**src/hdl/ca_pkg.sv**
```systemverilog
// Functional notes
// - counter high byte at 0xFA, resets zero
// - high byte reads snapshot, loaded on low read
// - watchdog enabled blocks counter high byte writes
// - six low capture bytes, read/write, reset zero
// - reload select steers low byte to reload
// - six high capture bytes, read/write, reset zero
// - reload select steers high byte to reload
// - high capture byte write sets comparator enable
// - low capture bytes at FB,E9,EB,ED,FD,D2
// - high capture bytes at FC,EA,EC,EE,FE,D3
// - watchdog enabled blocks counter low byte writes
// - comparator enable gates counter match function
package ca_pkg;

  typedef logic [7:0] ca_byte_t;
  typedef logic [15:0] ca_word_t;

  localparam int CA_NUM_MODULES = 6;

  localparam ca_byte_t CA_SFR_PAGE = 8'h00;
  localparam ca_byte_t CA_ADDR_CNT_LOW = 8'hF9;
  localparam ca_byte_t CA_ADDR_CNT_HIGH = 8'hFA;

  // index 0 sits in the rightmost byte
  localparam logic [CA_NUM_MODULES-1:0][7:0] CA_ADDR_CAP_LOW =
    {8'hD2, 8'hFD, 8'hED, 8'hEB, 8'hE9, 8'hFB};
  localparam logic [CA_NUM_MODULES-1:0][7:0] CA_ADDR_CAP_HIGH =
    {8'hD3, 8'hFE, 8'hEE, 8'hEC, 8'hEA, 8'hFC};

  localparam ca_byte_t CA_RESET_BYTE = 8'h00;
  localparam ca_word_t CA_RESET_WORD = 16'h0000;
  localparam ca_byte_t CA_READ_IDLE = 8'h00;
  localparam ca_byte_t CA_BYTE_MAX = 8'hFF;
  localparam ca_byte_t CA_BYTE_ONE = 8'h01;

  function automatic logic [CA_NUM_MODULES-1:0] ca_decode(
    input ca_byte_t addr,
    input logic [CA_NUM_MODULES-1:0][7:0] map
  );
    logic [CA_NUM_MODULES-1:0] hit;
    hit = {CA_NUM_MODULES{1'h0}};
    for (int i = 0; i < CA_NUM_MODULES; i++) begin
      hit[i] = (addr == map[i]);
    end
    return hit;
  endfunction : ca_decode

endpackage : ca_pkg

```
**src/hdl/ca_counter.sv**
```systemverilog
`timescale 1ns/100ps
module ca_counter (
  // clock and reset
  input wire logic ref_clk,
  input wire logic arst_n,
  // control
  input wire logic count_tick,
  input wire logic wd_lock,
  // register strobes
  input wire logic wr_low,
  input wire logic wr_high,
  input wire logic rd_low,
  input wire ca_pkg::ca_byte_t wdata,
  // state
  output ca_pkg::ca_word_t count,
  output ca_pkg::ca_byte_t snap
);
  import ca_pkg::*;

  logic low_load;
  logic high_load;
  assign low_load = wr_low && !wd_lock;
  assign high_load = wr_high && !wd_lock;

  always_ff @(posedge ref_clk or negedge arst_n) begin
    if (!arst_n) begin
      count[7:0] <= CA_RESET_BYTE;
    end else if (low_load) begin
      count[7:0] <= wdata;
    end else if (count_tick) begin
      count[7:0] <= count[7:0] + CA_BYTE_ONE;
    end
  end

  // a written low byte swallows the carry of that cycle
  always_ff @(posedge ref_clk or negedge arst_n) begin
    if (!arst_n) begin
      count[15:8] <= CA_RESET_BYTE;
    end else if (high_load) begin
      count[15:8] <= wdata;
    end else if (count_tick && !low_load && count[7:0] == CA_BYTE_MAX) begin
      count[15:8] <= count[15:8] + CA_BYTE_ONE;
    end
  end

  always_ff @(posedge ref_clk or negedge arst_n) begin
    if (!arst_n) begin
      snap <= CA_RESET_BYTE;
    end else if (rd_low) begin
      snap <= count[15:8];
    end
  end

endmodule : ca_counter

```
**src/hdl/ca_channel.sv**
```systemverilog
`timescale 1ns/100ps
module ca_channel (
  // clock and reset
  input wire logic ref_clk,
  input wire logic arst_n,
  // register strobes
  input wire logic wr_low,
  input wire logic wr_high,
  input wire logic reload_sel,
  input wire ca_pkg::ca_byte_t wdata,
  // mode register path for the enable bit
  input wire logic enable_load,
  input wire logic enable_value,
  // state
  output ca_pkg::ca_word_t capture,
  output ca_pkg::ca_word_t reload,
  output logic cmp_enable
);
  import ca_pkg::*;

  always_ff @(posedge ref_clk or negedge arst_n) begin
    if (!arst_n) begin
      capture <= CA_RESET_WORD;
    end else begin
      if (wr_low && !reload_sel) begin
        capture[7:0] <= wdata;
      end
      if (wr_high && !reload_sel) begin
        capture[15:8] <= wdata;
      end
    end
  end

  always_ff @(posedge ref_clk or negedge arst_n) begin
    if (!arst_n) begin
      reload <= CA_RESET_WORD;
    end else begin
      if (wr_low && reload_sel) begin
        reload[7:0] <= wdata;
      end
      if (wr_high && reload_sel) begin
        reload[15:8] <= wdata;
      end
    end
  end

  // the high byte write wins over a clear from the mode register
  always_ff @(posedge ref_clk or negedge arst_n) begin
    if (!arst_n) begin
      cmp_enable <= 1'h0;
    end else if (wr_high) begin
      cmp_enable <= 1'h1;
    end else if (enable_load) begin
      cmp_enable <= enable_value;
    end
  end

endmodule : ca_channel

```
**src/hdl/ca_byte_access.sv**
```systemverilog
`timescale 1ns/100ps
module ca_byte_access (
  // clock and reset
  input wire logic ref_clk,
  input wire logic arst_n,
  // register bus from the core
  input wire ca_pkg::ca_byte_t sfr_addr,
  input wire ca_pkg::ca_byte_t sfr_page,
  input wire logic sfr_wr,
  input wire logic sfr_rd,
  input wire ca_pkg::ca_byte_t sfr_wdata,
  output ca_pkg::ca_byte_t sfr_rdata,
  // array control bits
  input wire logic watchdog_enable_bit,
  input wire logic reload_select_bit,
  input wire logic count_tick,
  input wire logic [ca_pkg::CA_NUM_MODULES-1:0] enable_load,
  input wire logic [ca_pkg::CA_NUM_MODULES-1:0] enable_value,
  // array state
  output ca_pkg::ca_word_t counter_value,
  output logic [ca_pkg::CA_NUM_MODULES-1:0][15:0] capture_value,
  output logic [ca_pkg::CA_NUM_MODULES-1:0][15:0] reload_value,
  output logic [ca_pkg::CA_NUM_MODULES-1:0] comparator_enable_bit,
  output logic [ca_pkg::CA_NUM_MODULES-1:0] compare_match
);
  import ca_pkg::*;

  logic page_ok;
  logic wr_ok;
  logic rd_ok;
  logic wr_cnt_low;
  logic wr_cnt_high;
  logic rd_cnt_low;
  logic [CA_NUM_MODULES-1:0] low_hit;
  logic [CA_NUM_MODULES-1:0] high_hit;
  ca_byte_t snap_high;
  ca_byte_t next_rdata;

  // only page 0 holds these registers
  assign page_ok = (sfr_page == CA_SFR_PAGE);
  assign wr_ok = sfr_wr && page_ok;
  assign rd_ok = sfr_rd && page_ok;
  assign wr_cnt_low = wr_ok && (sfr_addr == CA_ADDR_CNT_LOW);
  assign wr_cnt_high = wr_ok && (sfr_addr == CA_ADDR_CNT_HIGH);
  assign rd_cnt_low = rd_ok && (sfr_addr == CA_ADDR_CNT_LOW);
  assign low_hit = ca_decode(sfr_addr, CA_ADDR_CAP_LOW);
  assign high_hit = ca_decode(sfr_addr, CA_ADDR_CAP_HIGH);

  ca_counter u_counter (
    .ref_clk(ref_clk),
    .arst_n(arst_n),
    .count_tick(count_tick),
    .wd_lock(watchdog_enable_bit),
    .wr_low(wr_cnt_low),
    .wr_high(wr_cnt_high),
    .rd_low(rd_cnt_low),
    .wdata(sfr_wdata),
    .count(counter_value),
    .snap(snap_high)
  );

  for (genvar g = 0; g < CA_NUM_MODULES; g++) begin : g_chan
    ca_channel u_channel (
      .ref_clk(ref_clk),
      .arst_n(arst_n),
      .wr_low(wr_ok && low_hit[g]),
      .wr_high(wr_ok && high_hit[g]),
      .reload_sel(reload_select_bit),
      .wdata(sfr_wdata),
      .enable_load(enable_load[g]),
      .enable_value(enable_value[g]),
      .capture(capture_value[g]),
      .reload(reload_value[g]),
      .cmp_enable(comparator_enable_bit[g])
    );
  end

  // read mux; an unmapped address or page reads as zero
  always_comb begin
    next_rdata = CA_READ_IDLE;
    if (page_ok) begin
      if (sfr_addr == CA_ADDR_CNT_LOW) begin
        next_rdata = counter_value[7:0];
      end else if (sfr_addr == CA_ADDR_CNT_HIGH) begin
        next_rdata = snap_high;
      end else begin
        for (int i = 0; i < CA_NUM_MODULES; i++) begin
          if (low_hit[i]) begin
            next_rdata = reload_select_bit ? reload_value[i][7:0]
                                           : capture_value[i][7:0];
          end
          if (high_hit[i]) begin
            next_rdata = reload_select_bit ? reload_value[i][15:8]
                                           : capture_value[i][15:8];
          end
        end
      end
    end
  end

  // read data lands one edge after the strobe and holds until the next read
  always_ff @(posedge ref_clk or negedge arst_n) begin
    if (!arst_n) begin
      sfr_rdata <= CA_READ_IDLE;
    end else if (sfr_rd) begin
      sfr_rdata <= next_rdata;
    end
  end

  // match is registered, so it trails the counter by one edge
  always_ff @(posedge ref_clk or negedge arst_n) begin
    if (!arst_n) begin
      compare_match <= {CA_NUM_MODULES{1'h0}};
    end else begin
      for (int i = 0; i < CA_NUM_MODULES; i++) begin
        compare_match[i] <= comparator_enable_bit[i]
          && (counter_value == capture_value[i]);
      end
    end
  end

  logic carry_in;
  assign carry_in = count_tick && (counter_value[7:0] == CA_BYTE_MAX);

  a_high_snapshot: assert property (
    @(posedge ref_clk) disable iff (!arst_n)
    (rd_ok && sfr_addr == CA_ADDR_CNT_HIGH) |=>
      sfr_rdata == $past(snap_high))
    else $error("high byte read did not return the snapshot");

  a_snap_load: assert property (
    @(posedge ref_clk) disable iff (!arst_n)
    rd_cnt_low |=> snap_high == $past(counter_value[15:8]))
    else $error("snapshot not loaded on low byte read");

  a_snap_hold: assert property (
    @(posedge ref_clk) disable iff (!arst_n)
    !rd_cnt_low |=> $stable(snap_high))
    else $error("snapshot changed without a low byte read");

  a_high_load: assert property (
    @(posedge ref_clk) disable iff (!arst_n)
    (wr_cnt_high && !watchdog_enable_bit) |=>
      counter_value[15:8] == $past(sfr_wdata))
    else $error("unlocked high byte write did not load the counter");

  a_high_lock: assert property (
    @(posedge ref_clk) disable iff (!arst_n)
    (wr_cnt_high && watchdog_enable_bit) |=>
      counter_value[15:8] == ca_byte_t'($past(counter_value[15:8])
        + ($past(carry_in) ? CA_BYTE_ONE : CA_RESET_BYTE)))
    else $error("locked high byte write altered the counter");

  a_low_lock: assert property (
    @(posedge ref_clk) disable iff (!arst_n)
    (wr_cnt_low && watchdog_enable_bit) |=>
      counter_value[7:0] == ca_byte_t'($past(counter_value[7:0])
        + ($past(count_tick) ? CA_BYTE_ONE : CA_RESET_BYTE)))
    else $error("locked low byte write altered the counter");

  a_unmapped_read: assert property (
    @(posedge ref_clk) disable iff (!arst_n)
    (sfr_rd && !page_ok) |=> sfr_rdata == CA_READ_IDLE)
    else $error("read from another page was not zero");

  a_rdata_hold: assert property (
    @(posedge ref_clk) disable iff (!arst_n)
    !sfr_rd |=> $stable(sfr_rdata))
    else $error("read data moved without a read strobe");

  a_low_read: assert property (
    @(posedge ref_clk) disable iff (!arst_n)
    rd_cnt_low |=> sfr_rdata == $past(counter_value[7:0]))
    else $error("low byte read returned wrong data");

  a_unmapped_addr: assert property (
    @(posedge ref_clk) disable iff (!arst_n)
    (rd_ok && !(|low_hit) && !(|high_hit)
      && sfr_addr != CA_ADDR_CNT_LOW && sfr_addr != CA_ADDR_CNT_HIGH)
      |=> sfr_rdata == CA_READ_IDLE)
    else $error("read from an unmapped address was not zero");

  a_low_load: assert property (
    @(posedge ref_clk) disable iff (!arst_n)
    (wr_cnt_low && !watchdog_enable_bit) |=>
      counter_value[7:0] == $past(sfr_wdata))
    else $error("unlocked low byte write did not load the counter");

  a_low_no_carry: assert property (
    @(posedge ref_clk) disable iff (!arst_n)
    (wr_cnt_low && !watchdog_enable_bit) |=>
      counter_value[15:8] == $past(counter_value[15:8]))
    else $error("low byte write disturbed the high byte");

  a_high_keeps_low: assert property (
    @(posedge ref_clk) disable iff (!arst_n)
    wr_cnt_high |=>
      counter_value[7:0] == ca_byte_t'($past(counter_value[7:0])
        + ($past(count_tick) ? CA_BYTE_ONE : CA_RESET_BYTE)))
    else $error("high byte write disturbed the low byte");

  a_count_step: assert property (
    @(posedge ref_clk) disable iff (!arst_n)
    (count_tick && !wr_cnt_low && !wr_cnt_high) |=>
      counter_value == ca_word_t'($past(counter_value) + 16'h0001))
    else $error("counter did not advance by one");

  a_count_idle: assert property (
    @(posedge ref_clk) disable iff (!arst_n)
    (!count_tick && !wr_cnt_low && !wr_cnt_high) |=> $stable(counter_value))
    else $error("counter moved without a tick or write");

  a_page_write: assert property (
    @(posedge ref_clk) disable iff (!arst_n)
    (sfr_wr && !page_ok) |=>
      $stable(capture_value) && $stable(reload_value))
    else $error("write on another page changed a capture byte");

  a_page_counter: assert property (
    @(posedge ref_clk) disable iff (!arst_n)
    (sfr_wr && !page_ok && !count_tick) |=> $stable(counter_value))
    else $error("write on another page changed the counter");

  a_stray_write: assert property (
    @(posedge ref_clk) disable iff (!arst_n)
    (wr_ok && !(|low_hit) && !(|high_hit)) |=>
      $stable(capture_value) && $stable(reload_value))
    else $error("write outside the byte map changed a capture byte");

  for (genvar g = 0; g < CA_NUM_MODULES; g++) begin : g_check
    a_low_write: assert property (
      @(posedge ref_clk) disable iff (!arst_n)
      (wr_ok && low_hit[g] && !reload_select_bit) |=>
        capture_value[g][7:0] == $past(sfr_wdata)
        && $stable(reload_value[g]))
      else $error("low capture byte write lost");

    a_low_reload: assert property (
      @(posedge ref_clk) disable iff (!arst_n)
      (wr_ok && low_hit[g] && reload_select_bit) |=>
        reload_value[g][7:0] == $past(sfr_wdata)
        && $stable(capture_value[g]))
      else $error("low reload byte write lost");

    a_high_write: assert property (
      @(posedge ref_clk) disable iff (!arst_n)
      (wr_ok && high_hit[g] && !reload_select_bit) |=>
        capture_value[g][15:8] == $past(sfr_wdata))
      else $error("high capture byte write lost");

    a_high_reload: assert property (
      @(posedge ref_clk) disable iff (!arst_n)
      (wr_ok && high_hit[g] && reload_select_bit) |=>
        reload_value[g][15:8] == $past(sfr_wdata)
        && $stable(capture_value[g]))
      else $error("high reload byte write lost");

    a_enable_set: assert property (
      @(posedge ref_clk) disable iff (!arst_n)
      (wr_ok && high_hit[g]) |=> comparator_enable_bit[g])
      else $error("high byte write did not set the comparator enable");

    a_match_cause: assert property (
      @(posedge ref_clk) disable iff (!arst_n)
      compare_match[g] |-> $past(comparator_enable_bit[g])
        && $past(counter_value) == $past(capture_value[g]))
      else $error("match raised without enable and equality");

    a_read_capture: assert property (
      @(posedge ref_clk) disable iff (!arst_n)
      (rd_ok && high_hit[g] && !reload_select_bit) |=>
        sfr_rdata == $past(capture_value[g][15:8]))
      else $error("high capture byte read returned wrong data");

    a_read_low: assert property (
      @(posedge ref_clk) disable iff (!arst_n)
      (rd_ok && low_hit[g] && !reload_select_bit) |=>
        sfr_rdata == $past(capture_value[g][7:0]))
      else $error("low capture byte read returned wrong data");

    a_read_low_reload: assert property (
      @(posedge ref_clk) disable iff (!arst_n)
      (rd_ok && low_hit[g] && reload_select_bit) |=>
        sfr_rdata == $past(reload_value[g][7:0]))
      else $error("low reload byte read returned wrong data");

    a_read_high_reload: assert property (
      @(posedge ref_clk) disable iff (!arst_n)
      (rd_ok && high_hit[g] && reload_select_bit) |=>
        sfr_rdata == $past(reload_value[g][15:8]))
      else $error("high reload byte read returned wrong data");

    a_low_keeps_high: assert property (
      @(posedge ref_clk) disable iff (!arst_n)
      (wr_ok && low_hit[g] && !reload_select_bit) |=>
        capture_value[g][15:8] == $past(capture_value[g][15:8]))
      else $error("low capture byte write disturbed the high byte");

    a_high_cap_kept: assert property (
      @(posedge ref_clk) disable iff (!arst_n)
      (wr_ok && high_hit[g] && !reload_select_bit) |=>
        capture_value[g][7:0] == $past(capture_value[g][7:0])
        && $stable(reload_value[g]))
      else $error("high capture byte write disturbed other bytes");

    a_reload_low_kept: assert property (
      @(posedge ref_clk) disable iff (!arst_n)
      (wr_ok && low_hit[g] && reload_select_bit) |=>
        reload_value[g][15:8] == $past(reload_value[g][15:8]))
      else $error("low reload byte write disturbed the high byte");

    a_reload_high_kept: assert property (
      @(posedge ref_clk) disable iff (!arst_n)
      (wr_ok && high_hit[g] && reload_select_bit) |=>
        reload_value[g][7:0] == $past(reload_value[g][7:0]))
      else $error("high reload byte write disturbed the low byte");

    a_capture_hold: assert property (
      @(posedge ref_clk) disable iff (!arst_n)
      !(wr_ok && (low_hit[g] || high_hit[g]) && !reload_select_bit) |=>
        $stable(capture_value[g]))
      else $error("capture value changed without a write");

    a_reload_hold: assert property (
      @(posedge ref_clk) disable iff (!arst_n)
      !(wr_ok && (low_hit[g] || high_hit[g]) && reload_select_bit) |=>
        $stable(reload_value[g]))
      else $error("reload value changed without a write");

    a_enable_hold: assert property (
      @(posedge ref_clk) disable iff (!arst_n)
      (!(wr_ok && high_hit[g]) && !enable_load[g]) |=>
        $stable(comparator_enable_bit[g]))
      else $error("comparator enable changed without a cause");

    a_enable_load: assert property (
      @(posedge ref_clk) disable iff (!arst_n)
      (enable_load[g] && !(wr_ok && high_hit[g])) |=>
        comparator_enable_bit[g] == $past(enable_value[g]))
      else $error("comparator enable not loaded from the mode path");

    a_match_seen: assert property (
      @(posedge ref_clk) disable iff (!arst_n)
      (comparator_enable_bit[g] && counter_value == capture_value[g]) |=>
        compare_match[g])
      else $error("enabled equality did not raise the match");

    a_match_off: assert property (
      @(posedge ref_clk) disable iff (!arst_n)
      !comparator_enable_bit[g] |=> !compare_match[g])
      else $error("match raised while the comparator was disabled");
  end

endmodule : ca_byte_access

```
**config.mk**
```make
export PLATFORM = sky130hd
export DESIGN_NAME = ca_byte_access
export DESIGN_NICKNAME = d
export VERILOG_FILES = /design/src/hdl/ca_pkg.sv /design/src/hdl/ca_counter.sv /design/src/hdl/ca_channel.sv /design/src/hdl/ca_byte_access.sv
export SDC_FILE = /design/constraint.sdc
export NUM_CORES = 1
export LEC_CHECK = 0
export BUFFER_PORTS_ARGS = -buffer_cell sky130_fd_sc_hd__buf_4
export CAP_MARGIN = 5
export CORE_MARGIN = 2
export CORE_UTILIZATION = 60
export DETAILED_ROUTE_END_ITERATION = 16
export HOLD_SLACK_MARGIN = 0.15
export PLACE_DENSITY = 0.95
export SLEW_MARGIN = 20
export SYNTH_ARGS = -nofsm -noshare
export SYNTH_HDL_FRONTEND = slang
export SYNTH_SLANG_ARGS = --single-unit
```
**constraint.sdc**
```tcl
create_clock -name ref_clk -period 3.2 [get_ports ref_clk]
set_input_delay 0.16 -clock ref_clk [delete_from_list [all_inputs] [get_ports ref_clk]]
set_output_delay 0.16 -clock ref_clk [all_outputs]
set_load 0.01 [all_outputs]
```
==> results of run 1 <==
## power breakdown
part / total [uW] / internal (uW) / switching [uW]
Clock: 2800 / 1610 / 1190
Combinational: 1270 / 469 / 803
Sequential: 3090 / 3030 / 53.1
## registers in the layout, summed over array words and instances (netlist names)
name / cells
g_chan.u_channel.capture: 96
compare_match: 6
g_chan.u_channel.reload: 96
sfr_rdata: 8
u_counter.count: 16
g_chan.u_channel.cmp_enable: 6
u_counter.snap: 8
## synth_stat cells (9+ instances only)
cell and count:
a211oi_1 17, a21oi_1 26, a22oi_1 13, buf_2 30, clkbuf_1 47, dfrtp_1 236
mux2_2 230, mux2i_1 57, nand2_1 41, nand3_1 23, nand4_1 34, nand4b_1 9
nor2_1 20, nor2_2 12, nor2_8 10, nor4_1 27, o211ai_1 13, o21ai_0 34
xnor2_1 79, xor2_1 28
## worst max-delay path, cell delays in order, from the launching register on
cell	delay (ns)
dfrtp_1	1.01
xor2_1	0.18
nor4_1	0.34
nand4_1	0.19
nor4_1	0.44
## through the flow
step	worst slack [ns]	instance area, um^2	utilization	power [uW]
final	0.8771	16330	0.7552	7162
after CTS	0.9695	16330	0.7552	7080
after global placement	0.7979	15330	0.7090	4268
after floorplan	1.197	13100	-	3774
after detailed placement	0.7223	15330	0.7090	4307
after global routing	0.7654	16330	0.7552	7308
## cells by family after synthesis
| group | count (synthesis) | synth area share |
|---|---|---|
| multiplexers | 297 | 0.2568 |
| AND/OR/NAND/NOR | 222 | 0.1099 |
| adder cells (fa/ha/maj) | 2 | 0.001911 |
| XOR/XNOR | 107 | 0.07157 |
| AO/OA/AOI/OAI | 145 | 0.07519 |
| flip-flops | 236 | 0.4510 |
| buffers and inverters | 94 | 0.03363 |
## area by class of cell
type | instances | area (um^2) | area share
multi-input combinational | 773 | 6749 | 0.4134
clock inverter | 4 | 45.04 | 0.002759
tap | 280 | 350.3 | 0.02146
clock buffer | 35 | 713.2 | 0.04368
timing repair buffer | 324 | 2537 | 0.1554
sequential | 236 | 5906 | 0.3617
inverter | 7 | 26.28 | 0.001609
## placed cells by master (no fill, tap or decap), drive strengths merged, types with 9 or more instances in the layout
cell type    synthesis  layout
buf                 40     300
dlygate4sd3          0      24
o21ai               34      34
o211ai              13      13
nor4                29      29
nand4b               9       9
nand3               25      25
xor2                28      28
nand2               41      41
nor2                43      43
mux2i               57      57
a22oi               13      13
a211oi              17      17
mux2               232     232
a21oi               26      26
nand4               34      34
xnor2               79      79
clkbuf              47      35
dfrtp              236     236
## final timing paths
check / start / slack [ns] / endpoint / cells after the start
min reg2reg: u_counter.snap[5] / 0.49 / u_counter.snap[5] / 2
max reg2reg: u_counter.count[12] / 0.88 / compare_match[2] / 4
max in group asynchronous: arst_n / 1.99 / g_chan[1].u_channel.capture[9] / 3
min: sfr_rd / 0.21 / sfr_rdata[1] / 4
min in group asynchronous: arst_n / 0.32 / g_chan[4].u_channel.reload[15] / 2
max: u_counter.count[12] / 0.88 / compare_match[2] / 4
## layer usage
metal  track usage  share of wire  vias to the layer above
met5             0        0.00033                        -
met4        0.2491          0.073                        2
met3        0.1335           0.14                      316
met2        0.6304           0.43                     1021
met1        0.5398           0.35                     5698
li1              -              -                     4589
## what timing repair did
| action | CTS | global route |
|---|---|---|
| endpoints found under the setup margin | 0 | 0 |
| hold buffers | 24 | 0 |
| endpoints found under the hold margin | 128 | 0 |
==> summary.txt, run 1 <==
fill cell count: 1374
layout cells sized above 1: 0.4387
sequential area share after synthesis: 0.4510
Resize count post-CTS: 0
first-pass GRT wire length: 70830 um
synthesized flop and latch total: 236
Syn Nets: 1148
Yosys Warn Count: 0
Final Hold Vio Count: 0
RePlAce Congestion: 1.019
Pleak: 0.008042 uW
# rows: 54
drt drc: 0
TritonCTS clock tree: done
Worst EP required: 3.56 ns
via count: 11626
fmax: 430.5 MHz
clock root cell: clkbuf_16
First-pass DRT Iterations: 6
max cap viols: 0
largest net degree at the start of global routing: 110
grt total ovfl: 0
TritonCTS Sinks: 236
Max VDD drop: 0.3871 mV
area delta synth->final: 24.68%
Power per Cell Area: 438.7 nW/um^2
NumNets Final: 1412
CP Capture Type: flop
H-tree Lvls: 1
syn avg cell area: 11.87 um^2
vias per cell: 7.008
chip width: 151.7 um
outcome: finished, final reports clean
Total Routing Usage GR: 0.4215
Routed WL per cell: 29.64 um
final worst path period need: 2.323 ns
area share of the leading cell type in the synthesized netlist: 0.4510
Longest Clk Path Bufs: 3
Worst-Skew Late Latency: 0.53 ns
placed cells: 1596
Starting DRT DRC Count: 1448
Hold WC Path Type: in -> reg
post-route insts no fill: 1659
Final setup violation count: 0
Worst-path clk slew: 0.06 ns
Post-Syn Area: 13100 um^2
RSZ-0062 raised after global routing: false
Tcrit/Tclk final: 0.7259
vias in the first global route: 11415
synth unique cells: 60
Max Slew Vio Count: 0
I/O Pins: 271
clk_skew: 0.01537 ns
DIE AREA: 23020 um^2
CP Data Arrival Time: 2.68 ns
worst hold margin: 0.2141 ns
post-synth top area cell: dfrtp_1
Post-synth EDFFs: 0
Worst-Margin Slew: 1.012 ns
Top FF cell, synth: dfrtp_1
IO Port Bufs: 270
crit start category: flop
Initial Util: 0.6057
# diodes: 0
asr flop ratio synth: 1.000
worst rel slew slack: 0.3253
Post-Synthesis Cells: 1103
antenna violations before repair: 1
# Post-CTS Setup Buffers: 0
DRT Wirelength: 49170 um
CP Max Fanout: 12
antenna viol nets, final: 0
Synth area leaders: dfrtp_1 (45%), mux2_2 (20%), xnor2_1 (5.3%), mux2i_1 (4.4%), xor2_1 (1.9%)
die height: 151.7 um
Setup TNS: 0 ns
Detailed Place HPWL: 33310 um
Core Area: 21620 um^2
crit path kind: reg -> reg
CTS buffer count: 25
No activity file was read; power rests on OpenSTA's default activity.
==> run 2: changes to the inputs <==
--- a/config.mk
+++ b/config.mk
@@ -8,10 +8,10 @@
 export BUFFER_PORTS_ARGS = -buffer_cell sky130_fd_sc_hd__buf_4
 export CAP_MARGIN = 5
 export CORE_MARGIN = 2
-export CORE_UTILIZATION = 60
+export CORE_UTILIZATION = 50
 export DETAILED_ROUTE_END_ITERATION = 16
 export HOLD_SLACK_MARGIN = 0.15
-export PLACE_DENSITY = 0.95
+export PLACE_DENSITY = 0.89
 export SLEW_MARGIN = 20
 export SYNTH_ARGS = -nofsm -noshare
 export SYNTH_HDL_FRONTEND = slang
==> constraint.sdc (replaced) <==
create_clock -name ref_clk -period 1.87 [get_ports ref_clk]
set_input_delay 0.0935 -clock ref_clk [delete_from_list [all_inputs] [get_ports ref_clk]]
set_output_delay 0.0935 -clock ref_clk [all_outputs]
set_load 0.01 [all_outputs]
==> summary.txt, run 2 (synthesized netlist as in run 1, its figures left out) <==
outcome: finished, final reports clean (unchanged)
First-pass DRT Iterations: 6 (unchanged)
placed cells: 1840 (was 1596)
Total Routing Usage GR: 0.3731 (was 0.4215)
H-tree Lvls: 1 (unchanged)
hold path depth: 5 (was 4)
NumNets Final: 1604 (was 1412)
clock root cell: clkbuf_16 (unchanged)
Largest regs: g_chan.u_channel.capture: 96 flops, g_chan.u_channel.reload: 96 flops, u_counter.count: 16 flops (unchanged)
Starting DRT DRC Count: 1597 (was 1448)
die height: 165.8 um (was 151.7 um)
# Post-CTS Setup Buffers: 0 (unchanged)
Worst-Margin Slew: 0.6081 ns (was 1.012 ns)
drt drc: 0 (unchanged)
TritonCTS Sinks: 236 (unchanged)
via count: 12328 (was 11626)
chip width: 165.8 um (was 151.7 um)
Final setup violation count: 0 (unchanged)
Max VDD drop: 0.5823 mV (was 0.3871 mV)
clk_skew: 0.01688 ns (was 0.01537 ns)
final worst path period need: 1.813 ns (was 2.323 ns)
crit path kind: reg -> reg (unchanged)
Longest Clk Path Bufs: 3 (unchanged)
CTS buffer count: 26 (was 25)
R2R Path End: compare_match[2] (unchanged)
worst hold margin: 0.1782 ns (was 0.2141 ns)
largest net degree at the start of global routing: 65 (was 110)
max cap viols: 0 (unchanged)
Sw Share: 0.2835 (was 0.2859)
Final Hold Vio Count: 0 (unchanged)
antenna violations before repair: 1 (unchanged)
Worst EP required: 2.34 ns (was 3.56 ns)
clock share of power: 0.409 (was 0.391)
Worst-Skew Late Latency: 0.54 ns (was 0.53 ns)
R2R Setup Slk: 0.06 ns (was 0.88 ns)
TritonCTS clock tree: done (unchanged)
FF-to-FF Start: u_counter.count[11] (was u_counter.count[12])
CP Data Arrival Time: 2.28 ns (was 2.68 ns)
area delta synth->final: 40.23% (was 24.68%)
Reg power frac: 0.402 (was 0.431)
CP Max Fanout: 12 (unchanged)
Core Area: 25910 um^2 (was 21620 um^2)
I/O Pins: 271 (unchanged)
CP Launch Point: u_counter.count[11] (was u_counter.count[12])
Setup crit end: compare_match[2] (unchanged)
Max Slew Vio Count: 0 (unchanged)
Routed WL per cell: 27.92 um (was 29.64 um)
commonest non-fill, non-tap cell in the layout: buf_4 (unchanged)
Worst-path clk slew: 0.06 ns (about the same)
vias per cell: 6.444 (was 7.008)
combinational power share: 0.190 (was 0.178)
Hold WC Path Type: in -> reg (unchanged)
Cell Int Power: 9380 uW (was 5115 uW)
Setup TNS: 0 ns (unchanged)
antenna viol nets, final: 0 (unchanged)
commonest non-fill, non-tap cells in the layout: buf_4 (464), dfrtp_1 (234), mux2_2 (230) (was buf_4 (296), dfrtp_1 (236), mux2_2 (230))
DRT Wirelength: 53410 um (was 49170 um)
R2R cell count: 6 (was 4)
fin util: 0.7087 (was 0.7552)
layout cells sized above 1: 0.5193 (was 0.4387)
Initial Util: 0.5054 (was 0.6057)
first-pass GRT wire length: 78450 um (was 70830 um)
Tcrit/Tclk final: 0.9696 (was 0.7259)
worst rel slew slack: 0.5946 (was 0.3253)
P_sw: 3712 uW (was 2047 uW)
crit start category: flop (unchanged)
vias in the first global route: 12322 (was 11415)
IO Port Bufs: 270 (unchanged)
Pleak: 0.009171 uW (was 0.008042 uW)
DIE AREA: 27500 um^2 (was 23020 um^2)
grt total ovfl: 0 (unchanged)
RSZ-0062 raised after global routing: true (was false)
post-route insts no fill: 1913 (was 1659)
Power per Cell Area: 712.9 nW/um^2 (was 438.7 nW/um^2)
CP Capture Type: flop (unchanged)
fmax: 551.5 MHz (was 430.5 MHz)
Detailed Place HPWL: 38400 um (was 33310 um)
RePlAce Congestion: 1.022 (was 1.019)
# rows: 59 (was 54)
fill cell count: 1704 (was 1374)
[run 2: cell types whose count changed in the layout (fill, tap and decap cells not counted), sizes merged]
cell / delta
bufinv: +1
diode: +1
buf: +189
clkbuf: +3
dlygate4sd3: +2
clkinv: +3
[run 2: per-layer routing]
layer	vias to the layer above	GRT usage	routed length, um
li1	5015	-	-
met2	983	0.5674	23830
met1	6112	0.4991	19890
met5	-	0	17
met3	216	0.1015	6879
met4	2	0.1750	2797
[run 2: worst min-delay path by stage]
stage | from | end | slack [ns]
2_1_floorplan | arst_n | compare_match[0] | -0.20
3_3_place_gp | arst_n | g_chan[5].u_channel.reload[8] | 0.09
3_5_place_dp | arst_n | g_chan[5].u_channel.reload[8] | 0.1
4_1_cts | sfr_wr | g_chan[2].u_channel.cmp_enable | 0.16
5_1_grt | sfr_wr | g_chan[5].u_channel.cmp_enable | 0.18
6_report | sfr_addr[5] | g_chan[5].u_channel.cmp_enable | 0.18
[run 2: stage by stage]
| stage | total power (uW) | setup slack [ns] | instance area (um^2) |
|---|---|---|---|
| final | 13090 | 0.05681 | 18360 |
| after global routing | 13400 | -0.04424 | 18360 |
| after CTS | 12980 | 0.007997 | 18300 |
| after detailed placement | 7603 | -0.09511 | 17120 |
| after global placement | 7553 | -0.04566 | 17120 |
| after floorplan | 6462 | 0.03325 | 13140 |
[run 2: final cells by class]
| type | count | area (um^2) | share of cell area |
|---|---|---|---|
| tap | 335 | 419.2 | 0.02283 |
| inverter | 7 | 26.28 | 0.001431 |
| clock buffer | 38 | 797.0 | 0.04340 |
| antenna | 1 | 2.502 | 0.0001363 |
| timing repair buffer | 515 | 4239 | 0.2309 |
| multi-input combinational | 773 | 6873 | 0.3743 |
| sequential | 236 | 5908 | 0.3218 |
| clock inverter | 8 | 97.59 | 0.005315 |
[run 2: power groups by stage]
| stage | logic, uW | registers (uW) | clock network [uW] |
|---|---|---|---|
| 2_1_floorplan | 1080 | 5380 | 0 |
| 3_3_place_gp | 2210 | 5350 | 0 |
| 3_5_place_dp | 2250 | 5350 | 0 |
| 4_1_cts | 2370 | 5260 | 5350 |
| 5_1_grt | 2570 | 5270 | 5560 |
| 6_report | 2480 | 5260 | 5350 |
[run 2: critical path: stages, from the launching register on]
cell,delay (ns)
dfrtp_1,0.40
buf_12,0.17
xor2_1,0.16
nor4_2,0.38
nand4_1,0.19
nor4_2,0.28
buf_4,0.16
[run 2: repair_timing]
action,in CTS,in global routing
endpoints found under the hold margin,278,0
resized for setup,4,13
pin swaps,0,1
setup endpoints to repair,4,9
hold buffers,26,0
==> run 3: changes to the inputs <==
--- a/config.mk
+++ b/config.mk
@@ -11,6 +11,7 @@
 export CORE_UTILIZATION = 50
 export DETAILED_ROUTE_END_ITERATION = 16
 export HOLD_SLACK_MARGIN = 0.15
+export MAX_ROUTING_LAYER = met4
 export PLACE_DENSITY = 0.89
 export SLEW_MARGIN = 20
 export SYNTH_ARGS = -nofsm -noshare
==> summary.txt, run 3 (synthesized netlist as in run 1, its figures left out) <==
H-tree Lvls: 1 (unchanged)
Final setup violation count: 0 (unchanged)
I/O Pins: 271 (unchanged)
Total Routing Usage GR: 0.3991 (was 0.3731)
Pleak: 0.009229 uW (was 0.009171 uW)
Worst EP required: 2.34 ns (about the same)
antenna violations before repair: 2 (was 1)
Detailed Place HPWL: 38810 um (was 38400 um)
CP Max Fanout: 4 (was 12)
first-pass GRT wire length: 81070 um (was 78450 um)
metal2 WL: 24950 um (was 23830 um)
CP Capture Type: flop (unchanged)
grt total ovfl: 0 (unchanged)
commonest non-fill, non-tap cell in the layout: buf_4 (unchanged)
Max VDD drop: 0.5596 mV (was 0.5823 mV)
crit start category: flop (unchanged)
commonest non-fill, non-tap cells in the layout: buf_4 (481), dfrtp_1 (231), mux2_2 (230) (was buf_4 (464), dfrtp_1 (234), mux2_2 (230))
Power per Cell Area: 710.0 nW/um^2 (was 712.9 nW/um^2)
final worst path period need: 1.831 ns (was 1.813 ns)
Largest regs: g_chan.u_channel.capture: 96 flops, g_chan.u_channel.reload: 96 flops, u_counter.count: 16 flops (unchanged)
via count: 12340 (was 12328)
RePlAce Congestion: 1.035 (was 1.022)
area delta synth->final: 40.87% (was 40.23%)
layout cells sized above 1: 0.5258 (was 0.5193)
outcome: finished, final reports clean (unchanged)
antenna viol nets, final: 0 (unchanged)
# rows: 59 (unchanged)
Core Area: 25910 um^2 (unchanged)
worst hold margin: 0.2022 ns (was 0.1782 ns)
NumNets Final: 1619 (was 1604)
Starting DRT DRC Count: 1595 (was 1597)
DIE AREA: 27500 um^2 (unchanged)
metal1 wirelength: 20950 um (was 19890 um)
crit path kind: reg -> reg (unchanged)
Max Slew Vio Count: 0 (unchanged)
TritonCTS Sinks: 236 (unchanged)
DR WL met3: 6081 um (was 6879 um)
chip width: 165.8 um (unchanged)
DRT Wirelength: 54910 um (was 53410 um)
clk_skew: 0.008387 ns (was 0.01688 ns)
vias per cell: 6.394 (was 6.444)
drt drc: 0 (unchanged)
CTS buffer count: 26 (unchanged)
Routed WL per cell: 28.45 um (was 27.92 um)
top layer in use: met4 (was met5)
fmax: 546.2 MHz (was 551.5 MHz)
max cap viols: 0 (unchanged)
Worst-Margin Slew: 0.4974 ns (was 0.6081 ns)
TritonCTS clock tree: done (unchanged)
Final Hold Vio Count: 0 (unchanged)
Hold WC Path Type: in -> reg (unchanged)
First-pass DRT Iterations: 6 (unchanged)
clock root cell: clkbuf_16 (unchanged)
total power: 13100 uW (was 13090 uW)
IO Port Bufs: 270 (unchanged)
Worst-path clk slew: 0.06 ns (about the same)
worst rel slew slack: 0.6684 (was 0.5946)
largest net degree at the start of global routing: 48 (was 65)
vias in the first global route: 12489 (was 12322)
die height: 165.8 um (unchanged)
Tcrit/Tclk final: 0.9791 (was 0.9696)
RSZ-0062 raised after global routing: true (unchanged)
CP Data Arrival Time: 2.31 ns (was 2.28 ns)
Longest Clk Path Bufs: 3 (unchanged)
Worst-Skew Late Latency: 0.54 ns (about the same)
Initial Util: 0.5054 (unchanged)
==> run 3: layer usage <==
| layer | up-vias | GRT usage |
|---|---|---|
| met1 | 6151 | 0.5131 |
| met3 | 204 | 0.09414 |
| met5 | - | - |
| li1 | 5026 | - |
| met4 | 0 | 0.1822 |
| met2 | 959 | 0.6027 |
==> run 3: worst paths after layout <==
kind,start,to,slack [ns],depth (start not counted)
max,u_counter.count[5],compare_match[2],0.04,6
min,sfr_wr,g_chan[1].u_channel.cmp_enable,0.20,4
max reg2reg,u_counter.count[5],compare_match[2],0.04,6
min reg2reg,u_counter.snap[7],u_counter.snap[7],0.51,2
max in group asynchronous,arst_n,u_counter.count[11],0.62,4
min in group asynchronous,arst_n,g_chan[4].u_channel.capture[13],0.61,3
==> run 3: what timing repair did <==
action / 4_1_cts / 5_1_grt
pin swaps: 0 / 2
gates resized for setup: 7 / 14
endpoints found under the hold margin: 308 / 0
setup endpoints to repair: 9 / 12
hold buffers: 27 / 0
buffers inserted: 0 / 0
==> run 3: critical path, cell delays in order (launching register included) <==
cell	delay (ns)
dfrtp_1	0.43
buf_4	0.21
xor2_1	0.18
nor4_2	0.35
nand4_1	0.18
nor4_2	0.26
buf_4	0.16
==> run 3: final cells by class <==
class | count | area [um^2]
Clock buffer | 37 | 783.3
Timing Repair Buffer | 530 | 4327
Tap cell | 335 | 419.2
Fill cell | 1661 | 7465
Clock inverter | 9 | 101.3
Antenna cell | 3 | 7.507
Inverter | 7 | 26.28
Multi-Input combinational cell | 773 | 6870
Sequential cell | 236 | 5912
==> run 3: power breakdown <==
group          switching, uW  internal [uW]  total [uW]
clock                   2170           3170        5340
combinational           1520            974        2490
sequential              65.7           5190        5260
==> run 3: per-stage QoR <==
step | TNS (ns) | std cells | util | cell area (um^2) | setup WS, ns
CTS | 0 | 1927 | 0.7093 | 18380 | 0.003159
global placement | -2.511 | 1854 | 0.6632 | 17190 | -0.1596
detailed placement | -6.563 | 1854 | 0.6632 | 17190 | -0.1776
global route | -0.03658 | 1929 | 0.7118 | 18440 | -0.03658
finish | 0 | 1930 | 0.7119 | 18450 | 0.03907
floorplan | 0 | 1103 | - | 13140 | 0.03325
